**src/hw/fpl_pkg.sv**
```systemverilog
package fpl_pkg;

  // clock and timing
  localparam int CLK_HZ = 40_000_000;
  localparam int SELF_RESET_S = 3;
  localparam int SELF_RESET_CYCLES = CLK_HZ * SELF_RESET_S;
  localparam int FLASH_HALF_MS = 500;
  localparam int FLASH_HALF_CYCLES = (CLK_HZ / 1000) * FLASH_HALF_MS;
  localparam int SELF_RESET_CNT_W = 27;
  localparam int FLASH_CNT_W = 25;

  // internal signal bus layout
  localparam int BUS_W = 256;
  localparam int PROG_LED_N = 8;
  localparam int FKEY_LED_N = 10;
  localparam int PROG_ORD_BASE = 192;
  localparam int FKEY_ORD_BASE = PROG_ORD_BASE + 2 * PROG_LED_N;

  // link bit position that enables trip self-reset
  localparam int LINK_W = 16;
  localparam int LINK_SELF_RESET_BIT = 0;

  // alarm lamp states
  typedef enum logic [1:0] {
    ALM_OFF = 2'b00,
    ALM_FLASH = 2'b01,
    ALM_STEADY = 2'b10
  } fpl_alarm_state_t;

  // ordinal of red drive of lamp i, green is the next one
  function automatic int fpl_red_ord(input int base, input int i);
    return base + 2 * i;
  endfunction : fpl_red_ord

  function automatic int fpl_grn_ord(input int base, input int i);
    return base + 2 * i + 1;
  endfunction : fpl_grn_ord

endpackage : fpl_pkg

```
**src/hw/fpl_trip_latch.sv**
```systemverilog
`timescale 1ns/10ps
`default_nettype none
module fpl_trip_latch #(
  parameter int SELF_RESET_CYCLES = fpl_pkg::SELF_RESET_CYCLES
) (
  input wire logic clk,
  input wire logic reset,
  input wire logic trip_in,
  input wire logic manual_clear,
  input wire logic self_reset_en,
  input wire logic breaker_closed,
  input wire logic any_pole_dead,
  input wire logic any_start,
  output logic trip_lit
);
  import fpl_pkg::*;

  localparam logic [SELF_RESET_CNT_W-1:0] SR_LAST = SELF_RESET_CNT_W'(SELF_RESET_CYCLES - 1);

  logic lit_q, lit_d;
  logic inhibit_q, inhibit_d;
  logic [SELF_RESET_CNT_W-1:0] cnt_q, cnt_d;
  logic self_clear;
  logic dwell_ok;

  // self-reset dwell timer and start inhibit
  always_comb begin
    inhibit_d = inhibit_q;
    cnt_d = cnt_q;
    self_clear = 1'b0;
    if (!breaker_closed || !lit_q) begin
      inhibit_d = 1'b0; // re-armed by the next reclose
    end else if (any_start) begin
      inhibit_d = 1'b1;
    end
    dwell_ok = self_reset_en && lit_q && breaker_closed && !any_pole_dead && !any_start
               && !inhibit_q && !trip_in;
    if (!dwell_ok) begin
      cnt_d = '0; // any break restarts the full dwell
    end else if (cnt_q == SR_LAST) begin
      cnt_d = '0;
      self_clear = 1'b1;
    end else begin
      cnt_d = cnt_q + SELF_RESET_CNT_W'(1);
    end
  end

  // lamp latch, a fresh trip beats any clear in the same cycle
  always_comb begin
    lit_d = lit_q;
    if (trip_in) begin
      lit_d = 1'b1;
    end else if (manual_clear || self_clear) begin
      lit_d = 1'b0;
    end
  end

  always_ff @(posedge clk) begin
    if (reset) begin
      lit_q <= 1'b0;
      inhibit_q <= 1'b0;
      cnt_q <= '0;
    end else begin
      lit_q <= lit_d;
      inhibit_q <= inhibit_d;
      cnt_q <= cnt_d;
    end
  end

  assign trip_lit = lit_q;

endmodule : fpl_trip_latch
`default_nettype wire

```
**src/hw/fpl_panel_leds.sv**
```systemverilog
`timescale 1ns/10ps
`default_nettype none
module fpl_panel_leds #(
  parameter int SELF_RESET_CYCLES = fpl_pkg::SELF_RESET_CYCLES,
  parameter int FLASH_HALF_CYCLES = fpl_pkg::FLASH_HALF_CYCLES
) (
  input wire logic clk,
  input wire logic reset,
  // protection trip output
  input wire logic trip_out,
  // fault record tied to the trip was cleared, one-cycle pulse
  input wire logic fault_record_cleared,
  // clear key level, acts on the press
  input wire logic clear_key,
  // reset logic input, acts on assertion
  input wire logic reset_logic_input,
  input wire logic [fpl_pkg::LINK_W-1:0] system_function_link_bits,
  input wire logic breaker_closed,
  input wire logic any_pole_dead,
  input wire logic any_start,
  // record arrivals, one-cycle pulses
  input wire logic new_fault_record,
  input wire logic new_event_record,
  input wire logic new_maint_record,
  input wire logic alarms_read,
  input wire logic alarms_cleared,
  input wire logic protection_unavailable,
  input wire logic selftest_fault,
  input wire logic [fpl_pkg::BUS_W-1:0] internal_signal_bus,
  output logic trip_lamp,
  output logic alarm_lamp,
  output logic out_of_service_lamp,
  output logic healthy_lamp,
  output logic watchdog_contact,
  output logic [fpl_pkg::PROG_LED_N-1:0] prog_red_drive,
  output logic [fpl_pkg::PROG_LED_N-1:0] prog_green_drive,
  output logic [fpl_pkg::FKEY_LED_N-1:0] fkey_red_drive,
  output logic [fpl_pkg::FKEY_LED_N-1:0] fkey_green_drive
);
  import fpl_pkg::*;

  localparam logic [FLASH_CNT_W-1:0] FLASH_LAST = FLASH_CNT_W'(FLASH_HALF_CYCLES - 1);

  // input edge history
  logic clear_key_q, clear_key_d;
  logic rst_in_q, rst_in_d;
  logic manual_clear;
  logic trip_lit;

  // alarm lamp state
  fpl_alarm_state_t alm_q, alm_d;
  logic [FLASH_CNT_W-1:0] flash_cnt_q, flash_cnt_d;
  logic flash_phase_q, flash_phase_d;
  logic new_alarm;

  // lamp registers
  logic trip_lamp_q, trip_lamp_d;
  logic alarm_lamp_q, alarm_lamp_d;
  logic oos_q, oos_d;
  logic healthy_q, healthy_d;
  logic watchdog_q, watchdog_d;
  logic [PROG_LED_N-1:0] prog_red_q, prog_red_d;
  logic [PROG_LED_N-1:0] prog_grn_q, prog_grn_d;
  logic [FKEY_LED_N-1:0] fkey_red_q, fkey_red_d;
  logic [FKEY_LED_N-1:0] fkey_grn_q, fkey_grn_d;

  // edge detect on clear key and reset input
  always_comb begin
    clear_key_d = clear_key;
    rst_in_d = reset_logic_input;
    manual_clear = (clear_key && !clear_key_q) || (reset_logic_input && !rst_in_q)
                   || fault_record_cleared;
  end

  always_ff @(posedge clk) begin
    if (reset) begin
      clear_key_q <= 1'b0;
      rst_in_q <= 1'b0;
    end else begin
      clear_key_q <= clear_key_d;
      rst_in_q <= rst_in_d;
    end
  end

  // trip latch with self-reset timer
  fpl_trip_latch #(
    .SELF_RESET_CYCLES(SELF_RESET_CYCLES)
  ) u_trip_latch (
    .clk(clk),
    .reset(reset),
    .trip_in(trip_out),
    .manual_clear(manual_clear),
    .self_reset_en(system_function_link_bits[LINK_SELF_RESET_BIT]),
    .breaker_closed(breaker_closed),
    .any_pole_dead(any_pole_dead),
    .any_start(any_start),
    .trip_lit(trip_lit)
  );

  // alarm lamp sequencing
  always_comb begin
    alm_d = alm_q;
    new_alarm = new_fault_record || new_event_record || new_maint_record;
    case (alm_q)
      ALM_OFF: begin
        if (new_alarm) begin
          alm_d = ALM_FLASH;
        end
      end
      ALM_FLASH: begin
        if (new_alarm) begin
          alm_d = ALM_FLASH; // fresh alarm wins over read or clear
        end else if (alarms_cleared) begin
          alm_d = ALM_OFF;
        end else if (alarms_read) begin
          alm_d = ALM_STEADY;
        end
      end
      ALM_STEADY: begin
        if (new_alarm) begin
          alm_d = ALM_FLASH;
        end else if (alarms_cleared) begin
          alm_d = ALM_OFF;
        end
      end
      default: begin
        alm_d = ALM_OFF;
      end
    endcase
  end

  always_ff @(posedge clk) begin
    if (reset) begin
      alm_q <= ALM_OFF;
    end else begin
      alm_q <= alm_d;
    end
  end

  // flash cadence, free running only while flashing
  always_comb begin
    flash_cnt_d = flash_cnt_q;
    flash_phase_d = flash_phase_q;
    if (alm_d != ALM_FLASH) begin
      // restart so a new alarm always opens with the lamp lit
      flash_cnt_d = '0;
      flash_phase_d = 1'b1;
    end else if (alm_q != ALM_FLASH || new_alarm) begin
      // a fresh alarm while flashing also reopens lit, so it is never missed
      flash_cnt_d = '0;
      flash_phase_d = 1'b1;
    end else if (flash_cnt_q == FLASH_LAST) begin
      flash_cnt_d = '0;
      flash_phase_d = !flash_phase_q;
    end else begin
      flash_cnt_d = flash_cnt_q + FLASH_CNT_W'(1);
    end
  end

  always_ff @(posedge clk) begin
    if (reset) begin
      flash_cnt_q <= '0;
      flash_phase_q <= 1'b1;
    end else begin
      flash_cnt_q <= flash_cnt_d;
      flash_phase_q <= flash_phase_d;
    end
  end

  // fixed-function lamps
  always_comb begin
    trip_lamp_d = trip_lit;
    case (alm_q)
      ALM_FLASH: alarm_lamp_d = flash_phase_q;
      ALM_STEADY: alarm_lamp_d = 1'b1;
      default: alarm_lamp_d = 1'b0;
    endcase
    oos_d = protection_unavailable;
    healthy_d = !selftest_fault;
    watchdog_d = healthy_d; // same next value, so both flip on one edge
  end

  always_ff @(posedge clk) begin
    if (reset) begin
      trip_lamp_q <= 1'b0;
      alarm_lamp_q <= 1'b0;
      oos_q <= 1'b0;
      healthy_q <= 1'b0;
      watchdog_q <= 1'b0;
    end else begin
      trip_lamp_q <= trip_lamp_d;
      alarm_lamp_q <= alarm_lamp_d;
      oos_q <= oos_d;
      healthy_q <= healthy_d;
      watchdog_q <= watchdog_d;
    end
  end

  // tri-colour drives picked off the internal signal bus
  // consecutive ordinal pairs
  for (genvar i = 0; i < PROG_LED_N; i++) begin : g_prog
    always_comb begin
      prog_red_d[i] = internal_signal_bus[fpl_red_ord(PROG_ORD_BASE, i)];
      prog_grn_d[i] = internal_signal_bus[fpl_grn_ord(PROG_ORD_BASE, i)];
    end
  end

  // function key lamps follow the same pairing after the programmable ones
  // scheme ties key lamps
  for (genvar k = 0; k < FKEY_LED_N; k++) begin : g_fkey
    always_comb begin
      fkey_red_d[k] = internal_signal_bus[fpl_red_ord(FKEY_ORD_BASE, k)];
      fkey_grn_d[k] = internal_signal_bus[fpl_grn_ord(FKEY_ORD_BASE, k)];
    end
  end

  // one edge of latency keeps every lamp pin on a flip-flop
  always_ff @(posedge clk) begin
    if (reset) begin
      prog_red_q <= '0;
      prog_grn_q <= '0;
      fkey_red_q <= '0;
      fkey_grn_q <= '0;
    end else begin
      prog_red_q <= prog_red_d;
      prog_grn_q <= prog_grn_d;
      fkey_red_q <= fkey_red_d;
      fkey_grn_q <= fkey_grn_d;
    end
  end

  // outputs
  assign trip_lamp = trip_lamp_q;
  assign alarm_lamp = alarm_lamp_q;
  assign out_of_service_lamp = oos_q;
  assign healthy_lamp = healthy_q;
  assign watchdog_contact = watchdog_q;
  assign prog_red_drive = prog_red_q;
  assign prog_green_drive = prog_grn_q;
  assign fkey_red_drive = fkey_red_q;
  assign fkey_green_drive = fkey_grn_q;

endmodule : fpl_panel_leds
`default_nettype wire

```
**config.mk**
```make
export PLATFORM = sky130hd
export DESIGN_NAME = fpl_panel_leds
export DESIGN_NICKNAME = d
export VERILOG_FILES = /design/src/hw/fpl_pkg.sv /design/src/hw/fpl_trip_latch.sv /design/src/hw/fpl_panel_leds.sv
export SDC_FILE = /design/constraint.sdc
export NUM_CORES = 1
export LEC_CHECK = 0
export BUFFER_PORTS_ARGS = -buffer_cell sky130_fd_sc_hd__buf_2
export CAP_MARGIN = 20
export CORE_MARGIN = 2
export CORE_UTILIZATION = 25
export CTS_CLUSTER_SIZE = 16
export DETAILED_ROUTE_END_ITERATION = 12
export GPL_TIMING_DRIVEN = 0
export SLEW_MARGIN = 40
export SYNTH_ARGS = -nofsm -noshare
export SYNTH_HDL_FRONTEND = slang
export SYNTH_SLANG_ARGS = --single-unit
```
**constraint.sdc**
```tcl
create_clock -name clk -period 1.8 [get_ports clk]
set_clock_uncertainty 0.15 [all_clocks]
set_input_delay 0.27 -clock clk [delete_from_list [all_inputs] [get_ports clk]]
set_output_delay 0.27 -clock clk [all_outputs]
set_load 0.05 [all_outputs]
```
==> out/metrics.cfg, run 1 <==
[run_status]
status=finished with violations
violations=negative setup slack

[floorplanning]
fp-row-count=45
initial_core_util=0.255
die_y_um=129
die_x_um=129
die_area_um2=16500
core_um2=15200
top_level_ports=329

[synth]
syn-num-nets=690
synth_edf_count=0
synthCells=396
synth_top_area_cell=dfxtp_1
syn_area_per_cell_um2=9.79
ys_types=41
yosys.area_share.simple=0.306
synth.top_cell.area_share=0.511
synthMuxAreaShare=0
synth_top_flop_cell=dfxtp_1
yosysSeqAreaShare=0.511
yosysWarnings=0
yosys_register_bits=99
synthAdderAreaFrac=0.0194
syn-cell-area_um2=3880
synth_top_family_by_area=simple AND/OR/NAND/NOR gates
async_flop_share=0
synth_compound_area_frac=0.0290
synth_xor_area_frac=0.106
synth_top_cells_by_area=dfxtp_1 (51%), xor2_1 (7.2%), nor2b_1 (6.6%), nor2_1 (4.6%), nand3_1 (3.7%)

[clocking]
cts_tree=yes
cts-htree-levels=3
cts_buffer_depth=2
clkLatencyLatePin_ns=0.35
clock-sinks=99
cts_root_buffer=clkbuf_16
clkTransAtPathRegs_ns=0.07
cts_buffers=9

[layout]
synthToLayoutAreaGrowth_pct=51.3
postLayoutCellArea_um2=5870
layout_common_cells=buf_2 (93), dfxtp_1 (91), nor2b_1 (41)
layout-drive-gt1-share=0.399
final_common_cell=buf_2
fin_nets=855
antenna_cells=0

[global_route]
grt_pass1_wl_um=15900
grt_pass1_vias=3273
grt_max_degree=18
grt_usage=0.124
antenna_found_initial=0
grt_overflow=0

[power]
seq_power_share=0.480
p_leak_uw=0.00222
pwr-share-clk=0.422
ir_worst_vdd_mv=0.666
pwr_density_cell_nw_per_um2=803
combPwrFrac=0.098
p_sw_uw=1200
p_int_uw=3510
p_sw_frac=0.255

[timing]
period_share=1.05
rsz0062_at_grt=true
fmax_mhz=527
setup_viol=48
hold_viol=0
timing.hold.ws_ns=0.0121
fin_crit_ns=1.90
setup_slack_ns=-0.0979
slew_headroom=0.672
tightest_slew_ns=0.492
slew_violations=0

[setup_path]
cp.arrival_ns=2.04
worstRegToRegCells=6
cp-end-kind=flip-flop
start_kind=flip-flop
crit_required_ns=1.94
cp_max_fo=7
worst-setup-path-type=flip-flop to flip-flop

[route]
drt-initial-drc-count=138
num_vias=3306
detail_route.wl_per_cell_um=13.8
drc=0
drtAntennaViolNets=0
via_per_inst=4.38
routed_wl_um=10400
drt-pass1-iter-count=4

[place]
gp_congestion=0.783
hpwl_um=6920
portBuffers=92
placed_area_um2=4580

[min_path]
min_path_cells=2
hold_path.class=primary input to flip-flop

[job]
drv_cap=0

cell usage after synthesis, drive strengths merged (7+ instances only):
cell type  number
buf             7
dfxtp          99
inv            10
nand2          17
xor2           32
nor3            9
nor2           61
nand3          31
nor2b          41
xnor2          15
nand4          17
sequential cells by signal, summed over array words and instances, names as in the netlist:
name and cells:
clear_key_q 1, fkey_green_drive 10, rst_in_q 1, out_of_service_lamp 1
alm_q 2, flash_cnt_q 25, prog_green_drive 8, alarm_lamp 1
watchdog_contact 1, u_trip_latch.cnt_q 27, prog_red_drive 8, trip_lamp 1
fkey_red_drive 10, flash_phase_q 1, u_trip_latch.trip_lit 1, u_trip_latch.inhibit_q 1
worst paths after layout:
check / start / to / slack (ns)
setup / recovery: u_trip_latch.inhibit_q$_SDFFE_PP0P_ / u_trip_latch.cnt_q[14]$_SDFF_PP0_ / -0.1
hold / removal: internal_signal_bus[212] / fkey_red_drive[2]$_SDFF_PP0_ / 0.01
setup reg to reg: u_trip_latch.inhibit_q$_SDFFE_PP0P_ / u_trip_latch.cnt_q[14]$_SDFF_PP0_ / -0.1
hold reg to reg: u_trip_latch.cnt_q[0]$_SDFF_PP0_ / u_trip_latch.cnt_q[0]$_SDFF_PP0_ / 0.31
power groups by stage:
| stage | clock [uW] | sequential, uW | combinational [uW] |
|---|---|---|---|
| floorplan | 0 | 2480 | 75.7 |
| global placement | 0 | 2310 | 372 |
| detailed placement | 0 | 2310 | 375 |
| CTS | 2060 | 2270 | 451 |
| global route | 2170 | 2270 | 492 |
| finish | 1990 | 2260 | 462 |
metrics by stage:
stage / instances / worst slack (ns) / utilization / total power, uW / setup TNS, ns
finish: 754 / -0.0979 / 0.386 / 4710 / -2.85
global route: 754 / -0.162 / 0.386 / 4930 / -6.47
CTS: 738 / -0.0903 / 0.360 / 4780 / -2.52
detailed placement: 676 / -0.330 / 0.301 / 2690 / -10.94
global placement: 676 / -0.307 / 0.301 / 2680 / -10.00
floorplan: 396 / 0.0192 / - / 2550 / 0
what timing repair did:
action | 4_1_cts | 5_1_grt
hold endpoints to repair | 32 | 1
cloned | 3 | 1
hold buffers | 32 | 1
pin swaps | 29 | 25
buffers inserted | 11 | 14
resized for setup | 44 | 65
endpoints found under the setup margin | 49 | 51
per-layer routing:
| layer | part of all wire | vias up | wire, um | global-route usage |
|---|---|---|---|---|
| met5 | 0 | - | 0 | 0 |
| met4 | 0.027 | 0 | 280 | 0.0512 |
| met3 | 0.057 | 13 | 593 | 0.0470 |
| met2 | 0.49 | 89 | 5100 | 0.207 |
| met1 | 0.42 | 1545 | 4410 | 0.143 |
| li1 | - | 1659 | - | - |
worst max-delay path, cell delays in order (launching register included):
cell and delay (ns):
dfxtp_2 0.33, nor4b_4 0.33, nand3_1 0.16, or3_4 0.36, o21bai_4 0.24, buf_6 0.18
nor2_4 0.09
final cells by class:
type / count / area [um2]
buffer: 10 / 85.1
clock buffer: 9 / 225
clock inverter: 7 / 76.3
fill: 1472 / 9330
inverter: 10 / 42.5
multi-input combinational: 277 / 2160
sequential: 99 / 2000
tap: 188 / 235
timing repair buffer: 154 / 1040
cells by family (layout without fill, tap and decap cells):
logic type      after synthesis  count (layout)
xor+xnor                     47              47
fa+ha+maj                     6               6
compound gates               16              16
flops                        99              99
buf+inv                      20             190
simple gates                208             208
Power figures use the tool's default switching activity.
==> run 2, diff against run 1 <==
--- a/config.mk
+++ b/config.mk
@@ -12,6 +12,7 @@
 export CTS_CLUSTER_SIZE = 16
 export DETAILED_ROUTE_END_ITERATION = 12
 export GPL_TIMING_DRIVEN = 0
+export HOLD_SLACK_MARGIN = 0.08
 export SLEW_MARGIN = 40
 export SYNTH_ARGS = -nofsm -noshare
 export SYNTH_HDL_FRONTEND = slang
==> run 2 against run 1 <==
  * The flow still finishes with violations (negative setup slack)
  * Design area increased by 1.1%
  * Count of clock-buffer cells in the layout unchanged
  * Combinational power increased by 3%
  * Via count increased by 1.2%
  * Critical path type unchanged
==> out/metrics.cfg, run 2 (synthesized netlist as in run 1, its figures left out) <==
[run_status]
status=finished with violations
violations=negative setup slack

[global_route]
antenna_found_initial=0  ; unchanged
grt_max_degree=18  ; unchanged
top_usage_layer=met2
grt_overflow=0  ; unchanged
grt_pass1_wl_um=16200  ; +1.8%
grt_usage=0.126  ; +0.00210
met3_usage=0.0462  ; -0.000832
use_met1=0.146  ; +0.00281
grt_pass1_vias=3351  ; +2.4%
use_met2=0.212  ; +0.00469

[route]
detail_route.wl_per_cell_um=13.7  ; -0.29%
drc=0  ; unchanged
routed_wl_um=10500  ; +0.90%
drtAntennaViolNets=0  ; unchanged
drt-pass1-iter-count=4  ; unchanged
num_vias=3345  ; +1.2%
drt-initial-drc-count=143  ; +3.6%
via_per_inst=4.38  ; about the same

[floorplanning]
die_x_um=129  ; unchanged
initial_core_util=0.255  ; unchanged
die_y_um=129  ; unchanged
die_area_um2=16500  ; unchanged
fp-row-count=45  ; unchanged
top_level_ports=329  ; unchanged
core_um2=15200  ; unchanged

[timing]
fmax_mhz=530  ; +0.68%
fin_crit_ns=1.89  ; -0.0128 ns
setup_slack_ns=-0.0851  ; +0.0128 ns
hold_viol=0  ; unchanged
slew_violations=0  ; unchanged
period_share=1.05  ; -0.00710
tightest_slew_ns=0.493  ; +0.00101 ns
slew_headroom=0.671  ; -0.000673
timing.hold.ws_ns=0.128  ; +0.116 ns
setup_viol=48  ; unchanged
rsz0062_at_grt=true

[clocking]
clkLatencyLatePin_ns=0.35  ; about the same
cts_tree=yes
cts_buffers=9  ; unchanged
clock-sinks=99  ; unchanged
cts_buffer_depth=2  ; unchanged
clkTransAtPathRegs_ns=0.07  ; about the same
cts-htree-levels=3  ; unchanged
cts_root_buffer=clkbuf_16

[layout]
antenna_cells=0  ; unchanged
largest_register_ffs=27  ; unchanged
layout_common_cells=buf_2 (93), dfxtp_1 (91), dlygate4sd3_1 (43)
fin_nets=864  ; +1.1%
postLayoutCoreUtil=0.390  ; +0.00428
final.fill_count=1473  ; +0.068%
synthToLayoutAreaGrowth_pct=53.0
top_regs=u_trip_latch.cnt_q: 27 flops, flash_cnt_q: 25 flops
layout-drive-gt1-share=0.384  ; -0.0149
final_common_cell=buf_2
largest_register=u_trip_latch.cnt_q

[place]
gp_congestion=0.783  ; unchanged
hpwl_um=6920  ; unchanged
portBuffers=92  ; unchanged

[setup_path]
cp.arrival_ns=2.03  ; about the same
path_cells=nor4b_4, nand3_1, or3_4, o21bai_4, buf_6, nor2_4
cp-end-kind=flip-flop
crit_buf_inv=1  ; unchanged
worst-setup-path-type=flip-flop to flip-flop
cp_max_fo=7  ; unchanged
cpPeakStageDelay_ns=0.36  ; about the same
cpMaxStageDelayCell=or3_4
crit_required_ns=1.94  ; about the same
critical_path.top_delay_family=simple AND/OR/NAND/NOR gates
start_kind=flip-flop

[min_path]
hold_path.class=primary input to flip-flop

[job]
drv_cap=0  ; unchanged

[power]
p_leak_uw=0.00226  ; +1.6%
ir_worst_vdd_mv=0.666  ; +0.11%
pwr_density_cell_nw_per_um2=797  ; -0.78%

-- run 2: cell types whose count changed in the layout (fill, tap and decap cells not counted) --
cell | before | now
buf_6 | 7 | 5
nor2_4 | 25 | 23
nor2_2 | 13 | 11
nor2_1 | 23 | 27
buf_4 | 24 | 25
dlygate4sd3_1 | 33 | 43
-- run 2: path summary, 6_finish.rpt --
path	from	endpoint	slack, ns	depth (start not counted)
worst max-delay path	u_trip_latch.inhibit_q$_SDFFE_PP0P_	u_trip_latch.cnt_q[14]$_SDFF_PP0_	-0.09	6
worst min-delay path	reset	fkey_green_drive[1]$_SDFF_PP0_	0.13	2
worst max register to register	u_trip_latch.inhibit_q$_SDFFE_PP0P_	u_trip_latch.cnt_q[14]$_SDFF_PP0_	-0.09	6
worst min register to register	u_trip_latch.cnt_q[0]$_SDFF_PP0_	u_trip_latch.cnt_q[0]$_SDFF_PP0_	0.31	1
-- run 2: metal layers --
metal,vias to the layer above,share of wire,routed length (um)
li1,1671,-,-
met1,1571,0.42,4430
met2,86,0.50,5190
met3,17,0.055,572
met4,0,0.027,280
met5,-,0,0
-- run 2: metrics by stage --
step                      cell area (um2)  instances  setup TNS [ns]  power (uW)  setup slack [ns]
after floorplan                      3880        396               0        2550            0.0192
after global placement               4580        676          -10.00        2680            -0.307
after detailed placement             4580        676          -10.94        2690            -0.330
after CTS                            5590        749           -2.52        4800           -0.0903
after global routing                 5930        763           -5.97        4940            -0.149
final                                5930        763           -2.58        4730           -0.0851
-- run 2: area by class of cell --
class                           instances  area, um2  share of cell area
Buffer                                 10       85.1              0.0143
Clock buffer                            9        225              0.0380
Clock inverter                          7       76.3              0.0129
Inverter                               10       42.5             0.00717
Multi-Input combinational cell        277       2140               0.361
Sequential cell                        99       2000               0.336
Tap cell                              188        235              0.0396
Timing Repair Buffer                  163       1130               0.190
-- run 2: timing repair --
action,4_1_cts,5_1_grt
endpoints found under the setup margin,49,51
pin swaps,29,19
endpoints found under the hold margin,42,0
setup buffers,11,13
cloned,3,1
gates resized for setup,44,57
hold buffers,43,0
-- run 2: report_power, final --
group | internal, uW | leakage [uW] | total, uW | switching [uW]
Combinational | 192 | 0.00130 | 478 | 286
Sequential | 2240 | 0.000814 | 2260 | 22.6
Clock | 1090 | 0.000148 | 1990 | 896
==> run 3, diff against run 2 <==
--- a/config.mk
+++ b/config.mk
@@ -13,6 +13,7 @@
 export DETAILED_ROUTE_END_ITERATION = 12
 export GPL_TIMING_DRIVEN = 0
 export HOLD_SLACK_MARGIN = 0.08
+export MAX_ROUTING_LAYER = met4
 export SLEW_MARGIN = 40
 export SYNTH_ARGS = -nofsm -noshare
 export SYNTH_HDL_FRONTEND = slang
==> run 3 against run 2 <==
  * Total power hardly changed
  * Maximum frequency is 0.37% higher
  * Global-route usage is 0.41 points higher
  * Flip-flop and latch count stayed put
  * Combinational power hardly changed
  * Sequential share of layout area is 0.15 points lower
  * First-iteration DRC count is 27% lower
  * Clock power hardly changed
  * The run still ends with negative setup slack left
==> out/metrics.cfg, run 3 (synthesized netlist as in run 1, its figures left out) <==
[job]
drv_cap=0  ; unchanged

[floorplanning]
core_um2=15200  ; unchanged
initial_core_util=0.255  ; unchanged
die_area_um2=16500  ; unchanged
top_level_ports=329  ; unchanged
die_y_um=129  ; unchanged
die_x_um=129  ; unchanged
fp-row-count=45  ; unchanged

[clocking]
cts-htree-levels=3  ; unchanged
cts_tree=yes
clock-sinks=99  ; unchanged
clkTransAtPathRegs_ns=0.07  ; about the same
clkLatencyLatePin_ns=0.35  ; about the same
cts_root_buffer=clkbuf_16
cts_buffer_depth=2  ; unchanged
cts_buffers=9  ; unchanged

[route]
via_per_inst=4.37  ; -0.24%
drc=0  ; unchanged
detail_route.wl_per_cell_um=13.8  ; +0.18%
num_vias=3337  ; -0.24%
drt-initial-drc-count=104  ; -27%
drt-pass1-iter-count=4  ; unchanged
routed_wl_um=10500  ; +0.18%
drtAntennaViolNets=0  ; unchanged

[setup_path]
cp.arrival_ns=2.02  ; about the same
worst-setup-path-type=flip-flop to flip-flop
crit_required_ns=1.94  ; about the same
reg2reg_slack_ns=-0.08  ; about the same
cp-end-kind=flip-flop
cp_max_fo=7  ; unchanged
start_kind=flip-flop

[timing]
period_share=1.04  ; -0.00382
tightest_slew_ns=0.497  ; +0.00402 ns
setup_slack_ns=-0.0783  ; +0.00687 ns
fin_crit_ns=1.88  ; -0.00687 ns
slew_headroom=0.668  ; -0.00268
rsz0062_at_grt=true
fmax_mhz=532  ; +0.37%
hold_viol=0  ; unchanged
setup_viol=48  ; unchanged
slew_violations=0  ; unchanged

[layout]
top_regs=u_trip_latch.cnt_q: 27 flops, flash_cnt_q: 25 flops
layout_common_cells=buf_2 (93), dfxtp_1 (91), dlygate4sd3_1 (43)
fin_nets=864  ; unchanged
largest_register=u_trip_latch.cnt_q
layout-drive-gt1-share=0.390  ; +0.00522
final_common_cell=buf_2
largest_register_ffs=27  ; unchanged
synthToLayoutAreaGrowth_pct=53.7
antenna_cells=0  ; unchanged
postLayoutCoreUtil=0.392  ; +0.00173

[global_route]
antenna_found_initial=0  ; unchanged
met3_usage=0.0403  ; -0.00582
grt_overflow=0  ; unchanged
use_met1=0.151  ; +0.00460
grt_pass1_vias=3357  ; +0.18%
grt_pass1_wl_um=16200  ; unchanged
grt_max_degree=18  ; unchanged
top_usage_layer=met2
grt_usage=0.130  ; +0.00405
use_met2=0.211  ; -0.000626

[place]
portBuffers=92  ; unchanged
gp_congestion=0.794  ; +1.4%
hpwl_um=6920  ; unchanged
dp_worst_setup_slack_ns=-0.330  ; unchanged

[run_status]
status=finished with violations
violations=negative setup slack

[power]
pwr_density_cell_nw_per_um2=794  ; -0.38%
ir_worst_vdd_mv=0.665  ; -0.13%
power_uw=4730  ; about the same
p_leak_uw=0.00226  ; about the same

[min_path]
hold_path.class=primary input to flip-flop

## run 3: worst max-delay path: stages, from the launching register on
cell and delay [ns]:
dfxtp_2 0.34, nor4b_4 0.33, nand3_1 0.14, or3_4 0.35
o21bai_4 0.24, buf_6 0.18, nor2_4 0.09
## run 3: worst paths after layout
path	end	start	cells past startpoint
min	fkey_green_drive[1]$_SDFF_PP0_	reset	2
min reg2reg	u_trip_latch.cnt_q[0]$_SDFF_PP0_	u_trip_latch.cnt_q[0]$_SDFF_PP0_	1
max	u_trip_latch.cnt_q[14]$_SDFF_PP0_	u_trip_latch.inhibit_q$_SDFFE_PP0P_	6
max reg2reg	u_trip_latch.cnt_q[14]$_SDFF_PP0_	u_trip_latch.inhibit_q$_SDFFE_PP0P_	6
## run 3: cell type report
cell class,instances,area (um2)
Fill cell,1472,9240
Timing Repair Buffer,163,1130
Inverter,10,42.5
Tap cell,188,235
Buffer,10,85.1
Clock inverter,7,76.3
Sequential cell,99,2000
Clock buffer,9,225
Multi-Input combinational cell,277,2170
## run 3: report_power, final
group	leakage (uW)	total (uW)	internal (uW)	switching [uW]
combinational	0.00130	479	192	287
sequential	0.000814	2260	2240	22.6
clock	0.000148	1990	1090	898
total	0.00226	4730	3520	1210
## run 3: layer usage
| layer | vias up | wire, um | part of all wire |
|---|---|---|---|
| met5 | - | 0 | 0 |
| met1 | 1567 | 4530 | 0.43 |
| li1 | 1668 | - | - |
| met4 | 0 | 295 | 0.028 |
| met3 | 16 | 479 | 0.046 |
| met2 | 86 | 5190 | 0.49 |
## run 3: stage by stage
step / cell area [um2] / TNS [ns] / instances / hold WS, ns
global placement: 4580 / -10.00 / 676 / 0.280
global route: 5960 / -5.41 / 763 / 0.129
CTS: 5590 / -2.52 / 749 / 0.124
finish: 5960 / -2.35 / 763 / 0.128
detailed placement: 4580 / -10.94 / 676 / 0.280
floorplan: 3880 / 0 / 396 / 0.192
## run 3: what timing repair did
action,CTS,global route
gates cloned,3,1
setup endpoints to repair,49,51
pin swaps,29,20
hold endpoints to repair,42,0
setup buffers,11,13
hold buffers,43,0
gates resized for setup,44,64
